## config.mk

```make
export PLATFORM = sky130hd
export DESIGN_NAME = tpwm_timer
export DESIGN_NICKNAME = d
export VERILOG_FILES = /design/src/tpwm_pkg.sv /design/src/tpwm_timer.sv /design/src/tpwm_deadband.sv
export VERILOG_INCLUDE_DIRS = /design/src
export SDC_FILE = /design/constraint.sdc
export NUM_CORES = 1
export LEC_CHECK = 0
export ABC_CLOCK_PERIOD_IN_PS = 2900
export BUFFER_PORTS_ARGS = -buffer_cell sky130_fd_sc_hd__buf_2
export CORE_ASPECT_RATIO = 1.25
export CORE_UTILIZATION = 55
export CTS_CLUSTER_DIAMETER = 100
export DETAILED_ROUTE_END_ITERATION = 8
export PLACE_DENSITY = 0.77
export SYNTH_ARGS = -nofsm -noshare
export SYNTH_HDL_FRONTEND = slang
export SYNTH_HIERARCHICAL = 1
export SYNTH_SLANG_ARGS = --single-unit
```

## constraint.sdc

```tcl
create_clock -name clk -period 2.9 [get_ports clk]
set_clock_uncertainty 0.2 [all_clocks]
set_input_delay 0.58 -clock clk [delete_from_list [all_inputs] [get_ports clk]]
set_output_delay 0.58 -clock clk [all_outputs]
set_load 0.005 [all_outputs]
```

## src/tpwm_defines.svh

```systemverilog
// Register offsets, field positions, reset values and timing counts of the timer slice
`ifndef TPWM_DEFINES_SVH
`define TPWM_DEFINES_SVH
// ==========================================================
// Register byte offsets
`define TPWM_OFF_CTL0 12'h000
`define TPWM_OFF_CTL1 12'h004
`define TPWM_OFF_COUNT 12'h008
`define TPWM_OFF_RELOAD 12'h00c
`define TPWM_OFF_MATCH 12'h010
`define TPWM_OFF_DEAD 12'h014
// ==========================================================
// Field positions
`define TPWM_CTL0_EXTRA_BIT 0
`define TPWM_CTL0_OUTEN_BIT 1
`define TPWM_CTL1_ENABLE_BIT 7
`define TPWM_CTL1_POL_BIT 6
`define TPWM_CTL1_PRE_LSB 3
`define TPWM_CTL1_MODE_LSB 0
// ==========================================================
// Reset and reload values
`define TPWM_RELOAD_START 16'h0001
`define TPWM_COUNT_RESET 16'h0001
`define TPWM_RELOAD_RESET 16'hffff
`define TPWM_MATCH_RESET 16'h0000
`define TPWM_DEAD_RESET 8'h00
`define TPWM_DEAD_MAX 8'h80
`define TPWM_SYNC_STAGES 2
`endif

```

## src/tpwm_pkg.sv

```systemverilog
// Types shared by the timer slice
package tpwm_pkg;
  // Mode code: {extra bit, 3-bit mode field}
  typedef enum logic [3:0] {
    TPWM_MODE_CMPCNT = 4'h5,
    TPWM_MODE_PWM1 = 4'h3,
    TPWM_MODE_PWM2 = 4'h8
  } tpwm_mode_type;
  // Deadband sequencer states
  typedef enum logic [2:0] {
    TPWM_DB_IDLE = 3'b001,
    TPWM_DB_WAIT = 3'b010,
    TPWM_DB_RUN = 3'b100
  } tpwm_db_type;
endpackage : tpwm_pkg

```

## src/tpwm_timer.sv

```systemverilog
// Timer slice: comparator counting, single and dual PWM, with APB registers
// ==========================================================
// Summary of operation
// - Comparator mode counts comparator edges
// - Polarity picks edge and initial output
// - Prescaler bypassed in comparator mode
// - Catch pulses of two clocks or more
// - Reload raises event, restarts at one
// - Output toggles at each comparator reload
// - Written start count governs first pass
// - Single PWM toggles output at match
// - PWM reload raises event, restarts at one
// - Polarity one: start high, match low
// - Polarity zero: start low, match high
// - Dual mode drives complement output
// - Deadband delays rising edges 0 to 128
// - Dual mode takes over input pin
// - PWM start count governs first period
// - Period equals reload times prescale
// - Count minus start equals edges
// - Prescaler divides by 1 to 128
// - Count wraps from all ones to zero
//
// Local design decisions: the register offsets and the APB slave port.
`timescale 1ns/10ps
`include "tpwm_defines.svh"
module tpwm_timer
  import tpwm_pkg::*;
(
  // Clock and reset
  input wire logic clk,
  input wire logic rst_n,
  // APB slave
  input wire logic psel,
  input wire logic penable,
  input wire logic pwrite,
  input wire logic [11:0] paddr,
  input wire logic [31:0] pwdata,
  output logic [31:0] prdata,
  output logic pready,
  output logic pslverr,
  // Comparator and pins
  input wire logic comparator_out,
  output logic timer_out_q,
  output logic timer_out_comp_q,
  output logic timer_in_select,
  output logic reload_event_q
);
  logic [7:0] ctl0_q;
  logic [7:0] ctl1_q;
  logic [15:0] count_q;
  logic [15:0] reload_q;
  logic [15:0] match_q;
  logic [7:0] dead_q;
  logic [2:0] pre_exp;
  logic [6:0] pre_cnt_q;
  logic level_q;
  logic [1:0] sync_q;
  logic cmp_prev_q;
  logic enabled_prev_q;
  logic wr_en;
  logic rd_en;
  logic tick;
  logic edge_seen;
  logic at_reload;
  logic at_match;
  logic enabled;
  logic polarity;
  logic out_en;
  logic mode_cmp;
  logic mode_pwm1;
  logic mode_pwm2;
  logic db_p;
  logic db_n;

  // Mode decode, shared by several conditions
  function automatic logic mode_is(input logic [7:0] c0, input logic [7:0] c1,
                                   input tpwm_mode_type m);
    mode_is = ({c0[`TPWM_CTL0_EXTRA_BIT], c1[`TPWM_CTL1_MODE_LSB +: 3]} == m);
  endfunction : mode_is

  // ==========================================================
  // Control decode
  assign enabled = ctl1_q[`TPWM_CTL1_ENABLE_BIT];
  assign polarity = ctl1_q[`TPWM_CTL1_POL_BIT];
  assign out_en = ctl0_q[`TPWM_CTL0_OUTEN_BIT];
  assign mode_cmp = mode_is(ctl0_q, ctl1_q, TPWM_MODE_CMPCNT);
  assign mode_pwm1 = mode_is(ctl0_q, ctl1_q, TPWM_MODE_PWM1);
  assign mode_pwm2 = mode_is(ctl0_q, ctl1_q, TPWM_MODE_PWM2);
  assign timer_in_select = ~mode_pwm2;

  // ==========================================================
  // APB slave, zero wait states, unmapped reads zero with error
  assign wr_en = psel & penable & pwrite;
  assign rd_en = psel & ~pwrite;
  assign pready = 1'b1;
  assign pslverr = psel & penable & (paddr > `TPWM_OFF_DEAD || paddr[1:0] != 2'b00);

  // Read data registered in setup phase so it stands through access
  always_ff @(posedge clk or negedge rst_n)
  begin
    if (!rst_n)
      prdata <= 32'h0000_0000;
    else if (rd_en && !penable)
    begin
      case (paddr)
        `TPWM_OFF_CTL0: prdata <= {24'h000000, ctl0_q};
        `TPWM_OFF_CTL1: prdata <= {24'h000000, ctl1_q};
        `TPWM_OFF_COUNT: prdata <= {16'h0000, count_q};
        `TPWM_OFF_RELOAD: prdata <= {16'h0000, reload_q};
        `TPWM_OFF_MATCH: prdata <= {16'h0000, match_q};
        `TPWM_OFF_DEAD: prdata <= {24'h000000, dead_q};
        default: prdata <= 32'h0000_0000;
      endcase
    end
  end

  // software sets up while disabled
  // Configuration registers
  always_ff @(posedge clk or negedge rst_n)
  begin
    if (!rst_n)
    begin
      ctl0_q <= 8'h00;
      ctl1_q <= 8'h00;
      reload_q <= `TPWM_RELOAD_RESET;
      match_q <= `TPWM_MATCH_RESET;
      dead_q <= `TPWM_DEAD_RESET;
    end
    else if (wr_en)
    begin
      case (paddr)
        `TPWM_OFF_CTL0: ctl0_q <= pwdata[7:0];
        `TPWM_OFF_CTL1: ctl1_q <= pwdata[7:0];
        `TPWM_OFF_RELOAD: reload_q <= pwdata[15:0];
        `TPWM_OFF_MATCH: match_q <= pwdata[15:0];
        `TPWM_OFF_DEAD: dead_q <= (pwdata[7:0] > `TPWM_DEAD_MAX) ? `TPWM_DEAD_MAX : pwdata[7:0];
        default: ;
      endcase
    end
  end

  // ==========================================================
  // Comparator synchroniser and edge detector
  // two flip-flop synchroniser
  always_ff @(posedge clk or negedge rst_n)
  begin
    if (!rst_n)
      sync_q <= 2'b00;
    else
      sync_q <= {sync_q[0], comparator_out};
  end

  always_ff @(posedge clk or negedge rst_n)
  begin
    if (!rst_n)
      cmp_prev_q <= 1'b0;
    else
      cmp_prev_q <= sync_q[1];
  end

  assign edge_seen = polarity ? (sync_q[1] & ~cmp_prev_q) : (~sync_q[1] & cmp_prev_q);

  // ==========================================================
  // Prescaler, divide by 2 to the power of pre_exp
  assign pre_exp = ctl1_q[`TPWM_CTL1_PRE_LSB +: 3];
  always_ff @(posedge clk or negedge rst_n)
  begin
    if (!rst_n)
      pre_cnt_q <= 7'h00;
    else if (!enabled || mode_cmp)
      pre_cnt_q <= 7'h00;
    else if (tick)
      pre_cnt_q <= 7'h00;
    else
      pre_cnt_q <= pre_cnt_q + 7'h01;
  end

  always_comb
  begin
    if (!enabled)
      tick = 1'b0;
    else if (mode_cmp)
      tick = edge_seen;
    else if (mode_pwm1 || mode_pwm2)
      tick = (pre_cnt_q == 7'((8'h01 << pre_exp) - 8'h01));
    else
      tick = 1'b0;
  end

  assign at_reload = (count_q == reload_q);
  assign at_match = (count_q == match_q);

  // ==========================================================
  // Counter; software may write it, hardware reload wins
  // start count only first pass
  always_ff @(posedge clk or negedge rst_n)
  begin
    if (!rst_n)
      count_q <= `TPWM_COUNT_RESET;
    else if (tick && at_reload)
      count_q <= `TPWM_RELOAD_START;
    else if (wr_en && paddr == `TPWM_OFF_COUNT)
      count_q <= pwdata[15:0];
    else if (tick)
      count_q <= count_q + 16'h0001;
  end

  // Reload event pulse, one cycle
  always_ff @(posedge clk or negedge rst_n)
  begin
    if (!rst_n)
      reload_event_q <= 1'b0;
    else
      reload_event_q <= tick & at_reload;
  end

  // ==========================================================
  // Output level
  // period set by reload and prescale
  always_ff @(posedge clk or negedge rst_n)
  begin
    if (!rst_n)
      enabled_prev_q <= 1'b0;
    else
      enabled_prev_q <= enabled;
  end

  always_ff @(posedge clk or negedge rst_n)
  begin
    if (!rst_n)
      level_q <= 1'b0;
    else if (!enabled)
      level_q <= polarity;
    else if (tick && at_reload && (mode_pwm1 || mode_pwm2))
      level_q <= polarity;
    else if (tick && at_reload && mode_cmp)
      level_q <= ~level_q;
    else if (tick && at_match && (mode_pwm1 || mode_pwm2))
      level_q <= ~level_q;
  end

  // ==========================================================
  // Dual output with deadband
  // complement on second pin
  tpwm_deadband u_deadband (
    .clk(clk),
    .rst_n(rst_n),
    .active(enabled & mode_pwm2),
    .dead_cycles(dead_q),
    .level(level_q),
    .out_p_q(db_p),
    .out_n_q(db_n)
  );

  // Pin drivers
  always_ff @(posedge clk or negedge rst_n)
  begin
    if (!rst_n)
    begin
      timer_out_q <= 1'b0;
      timer_out_comp_q <= 1'b0;
    end
    else if (mode_pwm2 && enabled)
    begin
      timer_out_q <= db_p;
      timer_out_comp_q <= db_n;
    end
    else
    begin
      timer_out_q <= out_en ? level_q : 1'b0;
      timer_out_comp_q <= 1'b0;
    end
  end

  // ==========================================================
  // Checks
  // reload restarts count at one
  reload_restart_a: assert property (@(posedge clk) disable iff (!rst_n)
    (tick && at_reload) |=> (count_q == 16'h0001 && reload_event_q))
    else $error("Reload did not restart count");
  cmp_toggle_a: assert property (@(posedge clk) disable iff (!rst_n)
    (enabled && mode_cmp && tick && at_reload) |=> (level_q != $past(level_q)))
    else $error("Comparator reload did not toggle");
  pwm_restore_a: assert property (@(posedge clk) disable iff (!rst_n)
    (enabled && mode_pwm1 && tick && at_reload) |=> (level_q == $past(polarity)))
    else $error("PWM level not restored at reload");
  match_toggle_a: assert property (@(posedge clk) disable iff (!rst_n)
    (enabled && mode_pwm1 && tick && at_match && !at_reload) |=> (level_q == !$past(level_q)))
    else $error("PWM match did not toggle");
  cmp_step_a: assert property (@(posedge clk) disable iff (!rst_n)
    (enabled && mode_cmp && edge_seen && !at_reload && !wr_en) |=>
      (count_q == $past(count_q) + 16'h0001))
    else $error("Comparator edge miscounted");
  cmp_hold_a: assert property (@(posedge clk) disable iff (!rst_n)
    (mode_cmp && !edge_seen && !wr_en) |=> $stable(count_q))
    else $error("Count moved without an edge");
  // shared pin driven only in dual mode
  pin_select_a: assert property (@(posedge clk) disable iff (!rst_n)
    timer_in_select |=> !timer_out_comp_q)
    else $error("Complement driven while pin is an input");
  wrap_zero_a: assert property (@(posedge clk) disable iff (!rst_n)
    (tick && count_q == 16'hffff && !at_reload && !wr_en) |=> (count_q == 16'h0000))
    else $error("Count did not wrap");
  start_level_a: assert property (@(posedge clk) disable iff (!rst_n)
    (enabled && !enabled_prev_q) |-> (level_q == $past(polarity)))
    else $error("Start level does not follow polarity");
  dual_restore_a: assert property (@(posedge clk) disable iff (!rst_n)
    (enabled && mode_pwm2 && tick && at_reload) |=> (level_q == $past(polarity)))
    else $error("Dual PWM level not restored at reload");
endmodule : tpwm_timer

```

## src/tpwm_deadband.sv

```systemverilog
// Deadband delay for one complementary output pair
`timescale 1ns/10ps
`include "tpwm_defines.svh"
module tpwm_deadband
  import tpwm_pkg::*;
(
  // Clock and reset
  input wire logic clk,
  input wire logic rst_n,
  // Control
  input wire logic active,
  input wire logic [7:0] dead_cycles,
  input wire logic level,
  // Outputs
  output logic out_p_q,
  output logic out_n_q
);
  tpwm_db_type state_q;
  logic [7:0] cnt_q;
  logic level_q;

  // ==========================================================
  // Sequencer
  // restart on transition
  always_ff @(posedge clk or negedge rst_n)
  begin
    if (!rst_n)
    begin
      state_q <= TPWM_DB_IDLE;
      cnt_q <= 8'h00;
      level_q <= 1'b0;
    end
    else if (!active)
    begin
      state_q <= TPWM_DB_IDLE;
      cnt_q <= 8'h00;
      level_q <= level;
    end
    else
    begin
      level_q <= level;
      case (state_q)
        TPWM_DB_IDLE:
        begin
          state_q <= TPWM_DB_RUN;
          cnt_q <= dead_cycles;
        end
        TPWM_DB_WAIT, TPWM_DB_RUN:
        begin
          if (level != level_q)
          begin
            state_q <= TPWM_DB_WAIT;
            cnt_q <= dead_cycles;
          end
          else if (cnt_q != 8'h00)
            cnt_q <= cnt_q - 8'h01;
          else
            state_q <= TPWM_DB_RUN;
        end
        default:
          state_q <= TPWM_DB_IDLE;
      endcase
    end
  end

  // delayed rising edges
  // The falling output drops at once; the rising one waits for the count to run out
  always_ff @(posedge clk or negedge rst_n)
  begin
    if (!rst_n)
    begin
      out_p_q <= 1'b0;
      out_n_q <= 1'b0;
    end
    else if (!active)
    begin
      out_p_q <= 1'b0;
      out_n_q <= 1'b0;
    end
    else if (level != level_q || cnt_q != 8'h00 || state_q != TPWM_DB_RUN)
    begin
      out_p_q <= out_p_q & level;
      out_n_q <= out_n_q & ~level;
    end
    else
    begin
      out_p_q <= level;
      out_n_q <= ~level;
    end
  end

  pair_gap_a: assert property (@(posedge clk) disable iff (!rst_n)
    !(out_p_q && out_n_q)) else $error("Complementary outputs high together");
endmodule : tpwm_deadband

```

# --- Word-level counts from Yosys, hierarchy flattened ---
# Index checks and enable logic that the tools add are counted.
totals:
  regBits: 132
  inputBits: 50
  out_inout_bits: 38
  wordCells: 117
classes:
  addsub: 4
  order_cmp: 2
  n_eq_ne: 20
  shift: 1
  muxes: 30
  bitwise: 15
  reduce_logical: 26
op_table:
  columns: ["op", "count"]
  rows:
  - ["16-bit case mux with 6 select lines", 1]
  - ["16-bit 2-to-1 mux", 3]
  - ["16-bit == test", 2]
  - ["8-bit 2-to-1 mux", 4]
  - ["12-bit by 4-bit == test with 1-bit output (second input constant)", 2]
  - ["12-bit by 5-bit == test with 1-bit output (second input constant)", 2]
  - ["16-bit by 1-bit adder with 16-bit output (second input constant)", 1]
  - ["8-bit case mux with 2 select lines", 1]
  - ["1-bit 2-to-1 mux", 15]
  - ["7-bit 2-to-1 mux", 2]
  - ["12-bit by 3-bit == test with 1-bit output (second input constant)", 1]
  - ["12-bit by 5-bit greater-than comparator with 1-bit output (second input constant)", 1]
  - ["12-bit logical NOT", 1]
  - ["2-bit AND reduction", 6]
  - ["1-bit AND", 10]
  - ["3-bit 2-to-1 mux", 3]
  - ["8-bit greater-than comparator (second input constant)", 1]
  - ["1-bit logical AND", 8]
  - ["4-bit inequality test (second input constant)", 2]
  - ["8-bit nonzero test", 1]
  - ["8-bit by 1-bit subtractor with 8-bit output (second input constant)", 1]
  - ["7-bit by 1-bit adder with 7-bit output (second input constant)", 1]
  - ["7-bit == test", 1]
  - ["1-bit by 3-bit << shifter with 7-bit output (first input constant)", 1]
  - ["other kinds (17)", 27]

# --- Logic depth before layout (Yosys ltp) ---
# Gate-level depths: netlist of the first run.
logic_depth:
  depth_word: 12
  mapped_depth: 8
  mapped_depth_nobuf: 7

# --- Modules after synthesis ---
# Netlist of the first run, hierarchy kept.
modules_own_cells:
  columns: ["mod", "n_inst", "cells_per_inst", "area_each_um2", "seq_area_each_um2"]
  rows:
  - ["tpwm_timer", 1, 525, 5601.6, 2573.7]
  - ["tpwm_deadband", 1, 93, 953.4, 351.6]

# --- Worst setup path before layout of the first run ---
# OpenSTA, ideal clock, no wires.
synth_path:
  path_type: "input port to flip-flop"
  from: "input port paddr[10]"
  to: "register match_q[10]"
  setup_time_ps: 125
  arrival_ps: 2298
  t_required_ps: 2575
  slack_ps: 277
  stages: 7
  n_path_buf: 2
  path_cell_list: "nor4_1 nand3_1 nor4b_4 and2_1 buf_4 buf_6 mux2_2"
synth_between:
  elab_chain_cells: 2
synth_lines:
  columns: ["item", "line", "rtl"]
  rows:
  - ["from (decl)", "tpwm_timer.sv:37", "input wire logic [11:0] paddr,"]
  - ["12-bit by 5-bit == test with 1-bit output", "tpwm_timer.sv:132", "case (paddr)"]
  - ["2-bit AND reduction (no source line)", null, null]
  - ["to (signal assigned)", "tpwm_timer.sv:127", "match_q <= `TPWM_MATCH_RESET;"]
  - ["to (signal assigned)", "tpwm_timer.sv:136", "`TPWM_OFF_MATCH: match_q <= pwdata[15:0];"]
  - ["to (decl)", "tpwm_timer.sv:53", "logic [15:0] match_q;"]
# No other way between the ends.
# A chain may end at the register's enable or synchronous reset.

# --- Worst setup path in the final report of the first run ---
layout_path:
  from: "register ctl1_q[3]"
  to: "register count_q[5]"
layout_between:
  elab_chain_cells: 8
  elab_cells_between_ends: 9
  classes_between: "add/sub (1); eq/ne (1); shift (1); mux (4); reduce/logical (2)"
layout_lines:
  columns: ["item", "line", "rtl"]
  rows:
  - ["from (decl)", "tpwm_timer.sv:50", "logic [7:0] ctl1_q;"]
  - ["from (signal assigned)", "tpwm_timer.sv:134", "`TPWM_OFF_CTL1: ctl1_q <= pwdata[7:0];"]
  - ["1-bit by 3-bit << shifter with 7-bit output (*)", "tpwm_timer.sv:186", "tick = (pre_cnt_q == 7'((8'h01 << pre_exp) - 8'h01));"]
  - ["7-bit by 1-bit subtractor with 7-bit output (*)", "tpwm_timer.sv:186", null]
  - ["7-bit == test (*)", "tpwm_timer.sv:186", null]
  - ["1-bit 2-to-1 mux (*)", "tpwm_timer.sv:185", "else if (mode_pwm1 || mode_pwm2)"]
  - ["1-bit 2-to-1 mux (*)", "tpwm_timer.sv:183", "else if (mode_cmp)"]
  - ["1-bit 2-to-1 mux (*)", "tpwm_timer.sv:181", "if (!enabled)"]
  - ["1-bit logical AND", "tpwm_timer.sv:201", "else if (tick && at_reload)"]
  - ["3-bit nonzero test (no source line) / 16-bit 2-to-1 mux (equally long branches)", null, null]
  - ["to (signal assigned)", "tpwm_timer.sv:200", "count_q <= `TPWM_COUNT_RESET;"]
  - ["to (signal assigned)", "tpwm_timer.sv:202", "count_q <= `TPWM_RELOAD_START;"]
  - ["to (signal assigned)", "tpwm_timer.sv:204", "count_q <= pwdata[15:0];"]
  - ["to (decl)", "tpwm_timer.sv:51", "logic [15:0] count_q;"]
# Every way passes the cells marked *; elsewhere a longest branch is shown, timed or not.

==> results of run 1 <==
## cells by family (layout without fill, tap and decap cells)
logic type	Yosys count	count (layout)	synth area share, %
other	2	17	0.115
adders and majority gates	4	4	0.764
AOI/OAI and AO/OA	118	118	14.7
buffers and inverters	69	127	5.55
xor gates and xnor gates	48	48	6.41
and+or+nand+nor	200	200	17.7
muxes	61	61	10.2
DFF	116	116	44.6
## cell usage in the layout (no fill, tap or decap), types with 6 or more instances in the layout
cell and instances:
dfrtp_1 98, buf_2 53, mux2_2 47, nand2_1 44
nor2_1 40, buf_4 25, o21ai_0 24, xnor2_1 24
xor2_1 24, a222oi_1 24, dfstp_2 18, conb_1 17
clkbuf_16 17, inv_1 15, nand2b_1 15, nor3_1 15
nand3_1 14, mux2i_1 14, a21oi_1 12, nand4_1 12
and3_1 9, nor4_1 7, a31oi_1 7, a211oi_2 6
## how the worst max path moves through the flow
stage	to	depth (start not counted)	slack [ns]
final	count_q[5]	6	0.28
after global routing	count_q[7]	6	0.20
after CTS	count_q[5]	6	0.28
after detailed placement	ctl1_q[6]	7	0.22
after global placement	match_q[15]	7	0.29
after floorplan	match_q[10]	7	0.28
## sequential cells by signal, summed over array words and instances (netlist names), 2 cells and up
register and flops:
pre_cnt_q 7, sync_q 2, dead_q 8, count_q 16, match_q 16, ctl0_q 8
u_deadband/cnt_q 8, reload_q 16, prdata 16, u_deadband/state_q 3, ctl1_q 8
## power by group through the flow
stage / clock network (mW) / registers, mW / logic, mW
after global routing: 2.43 / 1.64 / 0.147
final: 2.33 / 1.64 / 0.130
after global placement: 0 / 1.67 / 0.125
after detailed placement: 0 / 1.67 / 0.129
after CTS: 2.36 / 1.64 / 0.132
after floorplan: 0 / 1.67 / 0.0548
## final cells by class
cell class                      count  share of cell area [%]
Inverter                           15                   0.736
Multi-Input combinational cell    448                    43.4
Clock inverter                     14                    2.96
Sequential cell                   116                    38.2
Clock buffer                       18                    5.74
Tap cell                          161                    2.63
Timing Repair Buffer               80                    6.31
## critical path, stage by stage (launching register included)
cell,delay (ns)
dfrtp_1,0.46
or4_4,0.55
o32ai_4,0.15
o211ai_1,0.15
and4b_2,0.40
o21a_2,0.42
nor3_1,0.13
## routing by layer
| layer | wire, µm | vias to the layer above |
|---|---|---|
| li1 | - | 2358 |
| met3 | 975 | 61 |
| met4 | 781 | 0 |
| met2 | 8700 | 205 |
| met1 | 6300 | 2588 |
| met5 | 0 | - |
## repair_timing
item	in CTS	in global routing
endpoints found under the setup margin	0	0
hold buffers	1	0
endpoints found under the hold margin	28	0
## through the flow
step | power, mW | hold slack [ns] | instance area, µm² | utilization [%] | setup WS (ns)
final | 4.10 | 0.0735 | 7650 | 65.9 | 0.279
after floorplan | 1.72 | 0.0844 | 6610 | - | 0.277
after detailed placement | 1.80 | 0.137 | 6980 | 60.1 | 0.218
after global placement | 1.80 | 0.136 | 6980 | 60.1 | 0.288
after CTS | 4.13 | 0.0700 | 7650 | 65.9 | 0.283
after global routing | 4.23 | 0.0700 | 7650 | 65.9 | 0.204
==> out/results.txt, run 1 <==
HP Start: comparator_out
Post-synth top cells: 98 x dfrtp_1, 47 x mux2_2, 44 x nand2_1, 40 x nor2_1
starting DRC count in detailed routing: 588
root buf cell: clkbuf_16
worst path required time: 2.98 ns
crit-path max FO: 15
sw frac: 21.2%
Setup Viol. Count Final: 0
CTS tree: built
Die ar.: 12400 µm²
dominant synthesized flop cell: dfrtp_1
Setup crit start kind: flip-flop
# clock sinks: 116
TritonCTS buffer count: 17
Critical Path Source: ctl1_q[3]
DRC: 0
Die Y: 124 µm
antenna violations before repair: 0
row cnt: 44
share of cells above drive strength 1: 31.0%
sequential area share after synthesis: 44.6%
largest net degree at the start of global routing: 60
core area: 11600 µm²
DR vias: 5212
worst vdd rail ir drop: 0.437 mV
Flop pwr share: 40.1%
worst hold path stage count: 1
Clk pwr share: 56.7%
post-route ant nets: 0
cell taking the most area after synthesis: dfrtp_1
Post-CTS Setup Bufs: 0
HP Class: input pin to flip-flop
Fill cells: 884
number of global-route vias before repair: 5168
syn_area_per_cell: 10.6 µm²
r2r startpoint: ctl1_q[3]
Post-Route Setup TNS: 0 ns
fin crit share: 90.4%
P_int: 3.23 mW
Post-Layout Cell Count: 852
final RePlAce weighted congestion: 0.896
Synth Instances: 618
gr usage total: 28.7%
Initial Utilization: 56.4%
Arr. time, crit path: 2.70 ns
final wirelength: 16.8 mm
RR Endpoint: count_q[5]
Power Dens Cells: 536 nW/µm²
Synth top area share: 37.4%
GR Util met2: 50.5%
H-tree levels: 4
Distinct cells, synth: 78
met1 usage: 32.6%
first-pass GRT wire length: 26.5 mm
most crowded layer after global routing: met2
Max Fclk: 0.382 GHz
worst skew pair latency: 0.42 ns
EDFF count, synth: 0
Antenna diodes: 0
status: finished clean
Multi-input gate area: 3320 µm²
Inst Count DP: 819
Comb power frac: 3.2%
FF+latch area: 2930 µm²
r2r setup slk: 0.28 ns
min cycle time layout: 2.62 ns
Chip Width: 99.6 µm
hold endpoint: sync_q[0]
CP endpoint kind: flip-flop
First-pass DRT Iterations: 8
Syn Std Cell Area: 6560 µm²
hpwl dp: 11.8 mm
RSZ-0062 raised after global routing: false
post-layout net count: 732
headroom to the max-slew limit: 53.3%
WL per Instance: 19.7 µm
fin. max-slew vios: 0
Synth Register Bits: 116
YS warnings: 6
io pins: 88
WS Path Type: flip-flop to flip-flop
number of gates resized after CTS: 0
Via density: 6.12
Synth async-reset ratio: 100%
area grow syn2layout: 16.8%
Clock Path Buffers: 2
count leader, synth: dfrtp_1
total gr overflow: 0
final hold vios: 0
P_leak: 3.37 nW
top cells by area in the synthesized netlist: dfrtp_1 37%, mux2_2 8.1%, dfstp_2 7.2%, a222oi_1 3.7%, xnor2_1 3.2%
clock slew at reported path FFs: 0.05 ns
Reg2Reg Depth: 6
Worst-Margin Slew: 0.698 ns
Port Buffers: 54
max cap viols: 0
met3 usage: 5.11%
P_sw: 0.871 mW
Power figures use the tool's default switching activity.
==> run 2: changes to the inputs <==
--- a/config.mk
+++ b/config.mk
@@ -8,11 +8,15 @@
 export LEC_CHECK = 0
 export ABC_CLOCK_PERIOD_IN_PS = 2900
 export BUFFER_PORTS_ARGS = -buffer_cell sky130_fd_sc_hd__buf_2
+export CELL_PAD_IN_SITES_DETAIL_PLACEMENT = 0
+export CELL_PAD_IN_SITES_GLOBAL_PLACEMENT = 2
 export CORE_ASPECT_RATIO = 1.25
-export CORE_UTILIZATION = 55
+export CORE_UTILIZATION = 38
 export CTS_CLUSTER_DIAMETER = 100
 export DETAILED_ROUTE_END_ITERATION = 8
-export PLACE_DENSITY = 0.77
+export GPL_ROUTABILITY_DRIVEN = 0
+export PLACE_DENSITY = 0.81
+export RECOVER_POWER = 25
 export SYNTH_ARGS = -nofsm -noshare
 export SYNTH_HDL_FRONTEND = slang
 export SYNTH_HIERARCHICAL = 1
==> run 2 against run 1 <==
Effect of this change:
- cell area rose by 0.56%
- worst setup slack worse by 0.048 ns
- power decreased by 3.1%
- first-iteration DRC count decreased by 45%
- sequential share of layout area is 0.21 points lower
- critical path depth is the same
- non-clock buffer count unchanged
- global-route usage is 8.0 points lower
- die area up 44%
- register-to-register slack lost 0.05 ns
- clock power fell by 6%
- critical path type unchanged
- largest cell class unchanged
==> out/results.txt, run 2 (synthesized netlist as in run 1, its figures left out) <==
Antenna diodes: 0
most common cell after layout, fill and taps aside: dfrtp_1
hpwl dp: 12.9 mm
fin crit share: 92.0%
crit-path cells: or4_4 -> o32ai_4 -> o211ai_1 -> and4b_2 -> o21a_2 -> nor3_1
First-pass DRT Iterations: 8
area grow syn2layout: 17.4%
antenna violations before repair: 0
HP Start: comparator_out
Die ar.: 17800 µm²
Clock Path Buffers: 2
H-tree levels: 4
max cap viols: 0
post-route ant nets: 0
WS Path Type: flip-flop to flip-flop
worst hold path stage count: 1
TritonCTS buffer count: 17
Via density: 5.59
core area: 16800 µm²
r2r setup slk: 0.23 ns
r2r startpoint: ctl1_q[3]
FF+latch area: 2930 µm²
largest net degree at the start of global routing: 79
Post-Route Setup TNS: 0 ns
Place WS: 0.0918 ns
worst vdd rail ir drop: 0.341 mV
Fill cells: 1640
Max Fclk: 0.375 GHz
DR vias: 5092
setup ws final: 0.231 ns
worst path required time: 2.98 ns
final wirelength: 17.7 mm
met3 usage: 4.24%
gr usage total: 20.7%
# clock sinks: 116
post-layout net count: 732
first-pass GRT wire length: 28.1 mm
RR Endpoint: count_q[13]
P_leak: 3.34 nW
final hold vios: 0
Reg2Reg Depth: 6
met1 usage: 24.7%
clock slew at reported path FFs: 0.06 ns
headroom to the max-slew limit: 26.0%
status: finished clean
starting DRC count in detailed routing: 321
HP Class: input pin to flip-flop
DRC: 0
total gr overflow: 0
root buf cell: clkbuf_16
hold endpoint: sync_q[0]
Initial Utilization: 38.9%
commonest non-fill, non-tap cells in the layout: 98 x dfrtp_1, 53 x buf_2, 47 x mux2_2
Multi-input gate area: 3330 µm²
Worst-Margin Slew: 1.11 ns
Post-CTS Setup Bufs: 0
CP endpoint kind: flip-flop
io pins: 88
Power Dens Cells: 516 nW/µm²
fin. max-slew vios: 0
share of cells above drive strength 1: 30.7%
WL per Instance: 19.4 µm
worst skew pair latency: 0.42 ns
Arr. time, crit path: 2.75 ns
Setup crit start kind: flip-flop
min cycle time layout: 2.67 ns
Crit path largest cell delay: 0.56 ns
RSZ-0062 raised after global routing: false
most crowded layer after global routing: met2
Setup Viol. Count Final: 0
Die Y: 149 µm
row cnt: 53
number of global-route vias before repair: 5102
crit-path max FO: 15
GR Util met2: 36.1%
Chip Width: 119 µm
slowest cell on the critical path: or4_4
Port Buffers: 54
CTS tree: built
==> run 2: cell count changes in the layout (fill, tap and decap cells not counted), sizes merged <==
cell | before | now
clkbuf | 18 | 20
inv | 17 | 20
bufinv | 5 | 3
buf | 79 | 76
==> run 2: power breakdown <==
group | leakage, nW | internal, mW | switching [mW]
clock | 0.297 | 1.37 | 0.831
combinational | 1.58 | 0.0390 | 0.0877
sequential | 1.47 | 1.63 | 0.0105
==> run 2: critical path, delay by kind of cell (launching register included) <==
kind            cells  cell delay [ns]
simple gates        3             1.09
flops               1             0.48
compound gates      3             0.75
==> run 2: final cells by class <==
class / count / share of cell area [%]
sequential: 116 / 38.0
tap: 220 / 3.58
timing repair buffer: 80 / 6.34
clock inverter: 15 / 2.54
inverter: 15 / 0.732
multi-input combinational: 448 / 43.3
clock buffer: 17 / 5.53
==> run 2: worst max path at each step <==
stage | start | cells past startpoint | slack [ns] | end
after CTS | ctl1_q[0] | 7 | 0.17 | u_deadband/cnt_q[3]
after global routing | ctl1_q[3] | 6 | 0.12 | count_q[7]
after global placement | paddr[10] | 7 | 0.17 | match_q[11]
after detailed placement | paddr[10] | 7 | 0.09 | match_q[2]
final | ctl1_q[3] | 6 | 0.23 | count_q[13]
after floorplan | paddr[10] | 7 | 0.28 | match_q[10]
==> run 2: metrics by stage <==
step / hold WS (ns) / std cells / instance area (µm²) / util (%) / power (mW)
after floorplan: 0.0844 / 633 / 6610 / - / 1.72
after global placement: 0.138 / 878 / 7080 / 42.0 / 1.80
after detailed placement: 0.140 / 878 / 7080 / 42.0 / 1.80
after CTS: 0.0610 / 911 / 7710 / 45.8 / 4.03
after global routing: 0.0624 / 911 / 7700 / 45.7 / 4.10
final: 0.0779 / 911 / 7700 / 45.7 / 3.97
==> run 2: per-layer routing <==
layer	vias up	routed length, µm
li1	2361	-
met1	2574	7250
met2	131	9320
met3	26	706
met4	0	415
met5	-	0
==> run 2: what timing repair did <==
item / in CTS / in global routing
hold buffers: 1 / 0
setup endpoints to repair: 0 / 3
gates resized for setup: 0 / 1
hold endpoints to repair: 4 / 0
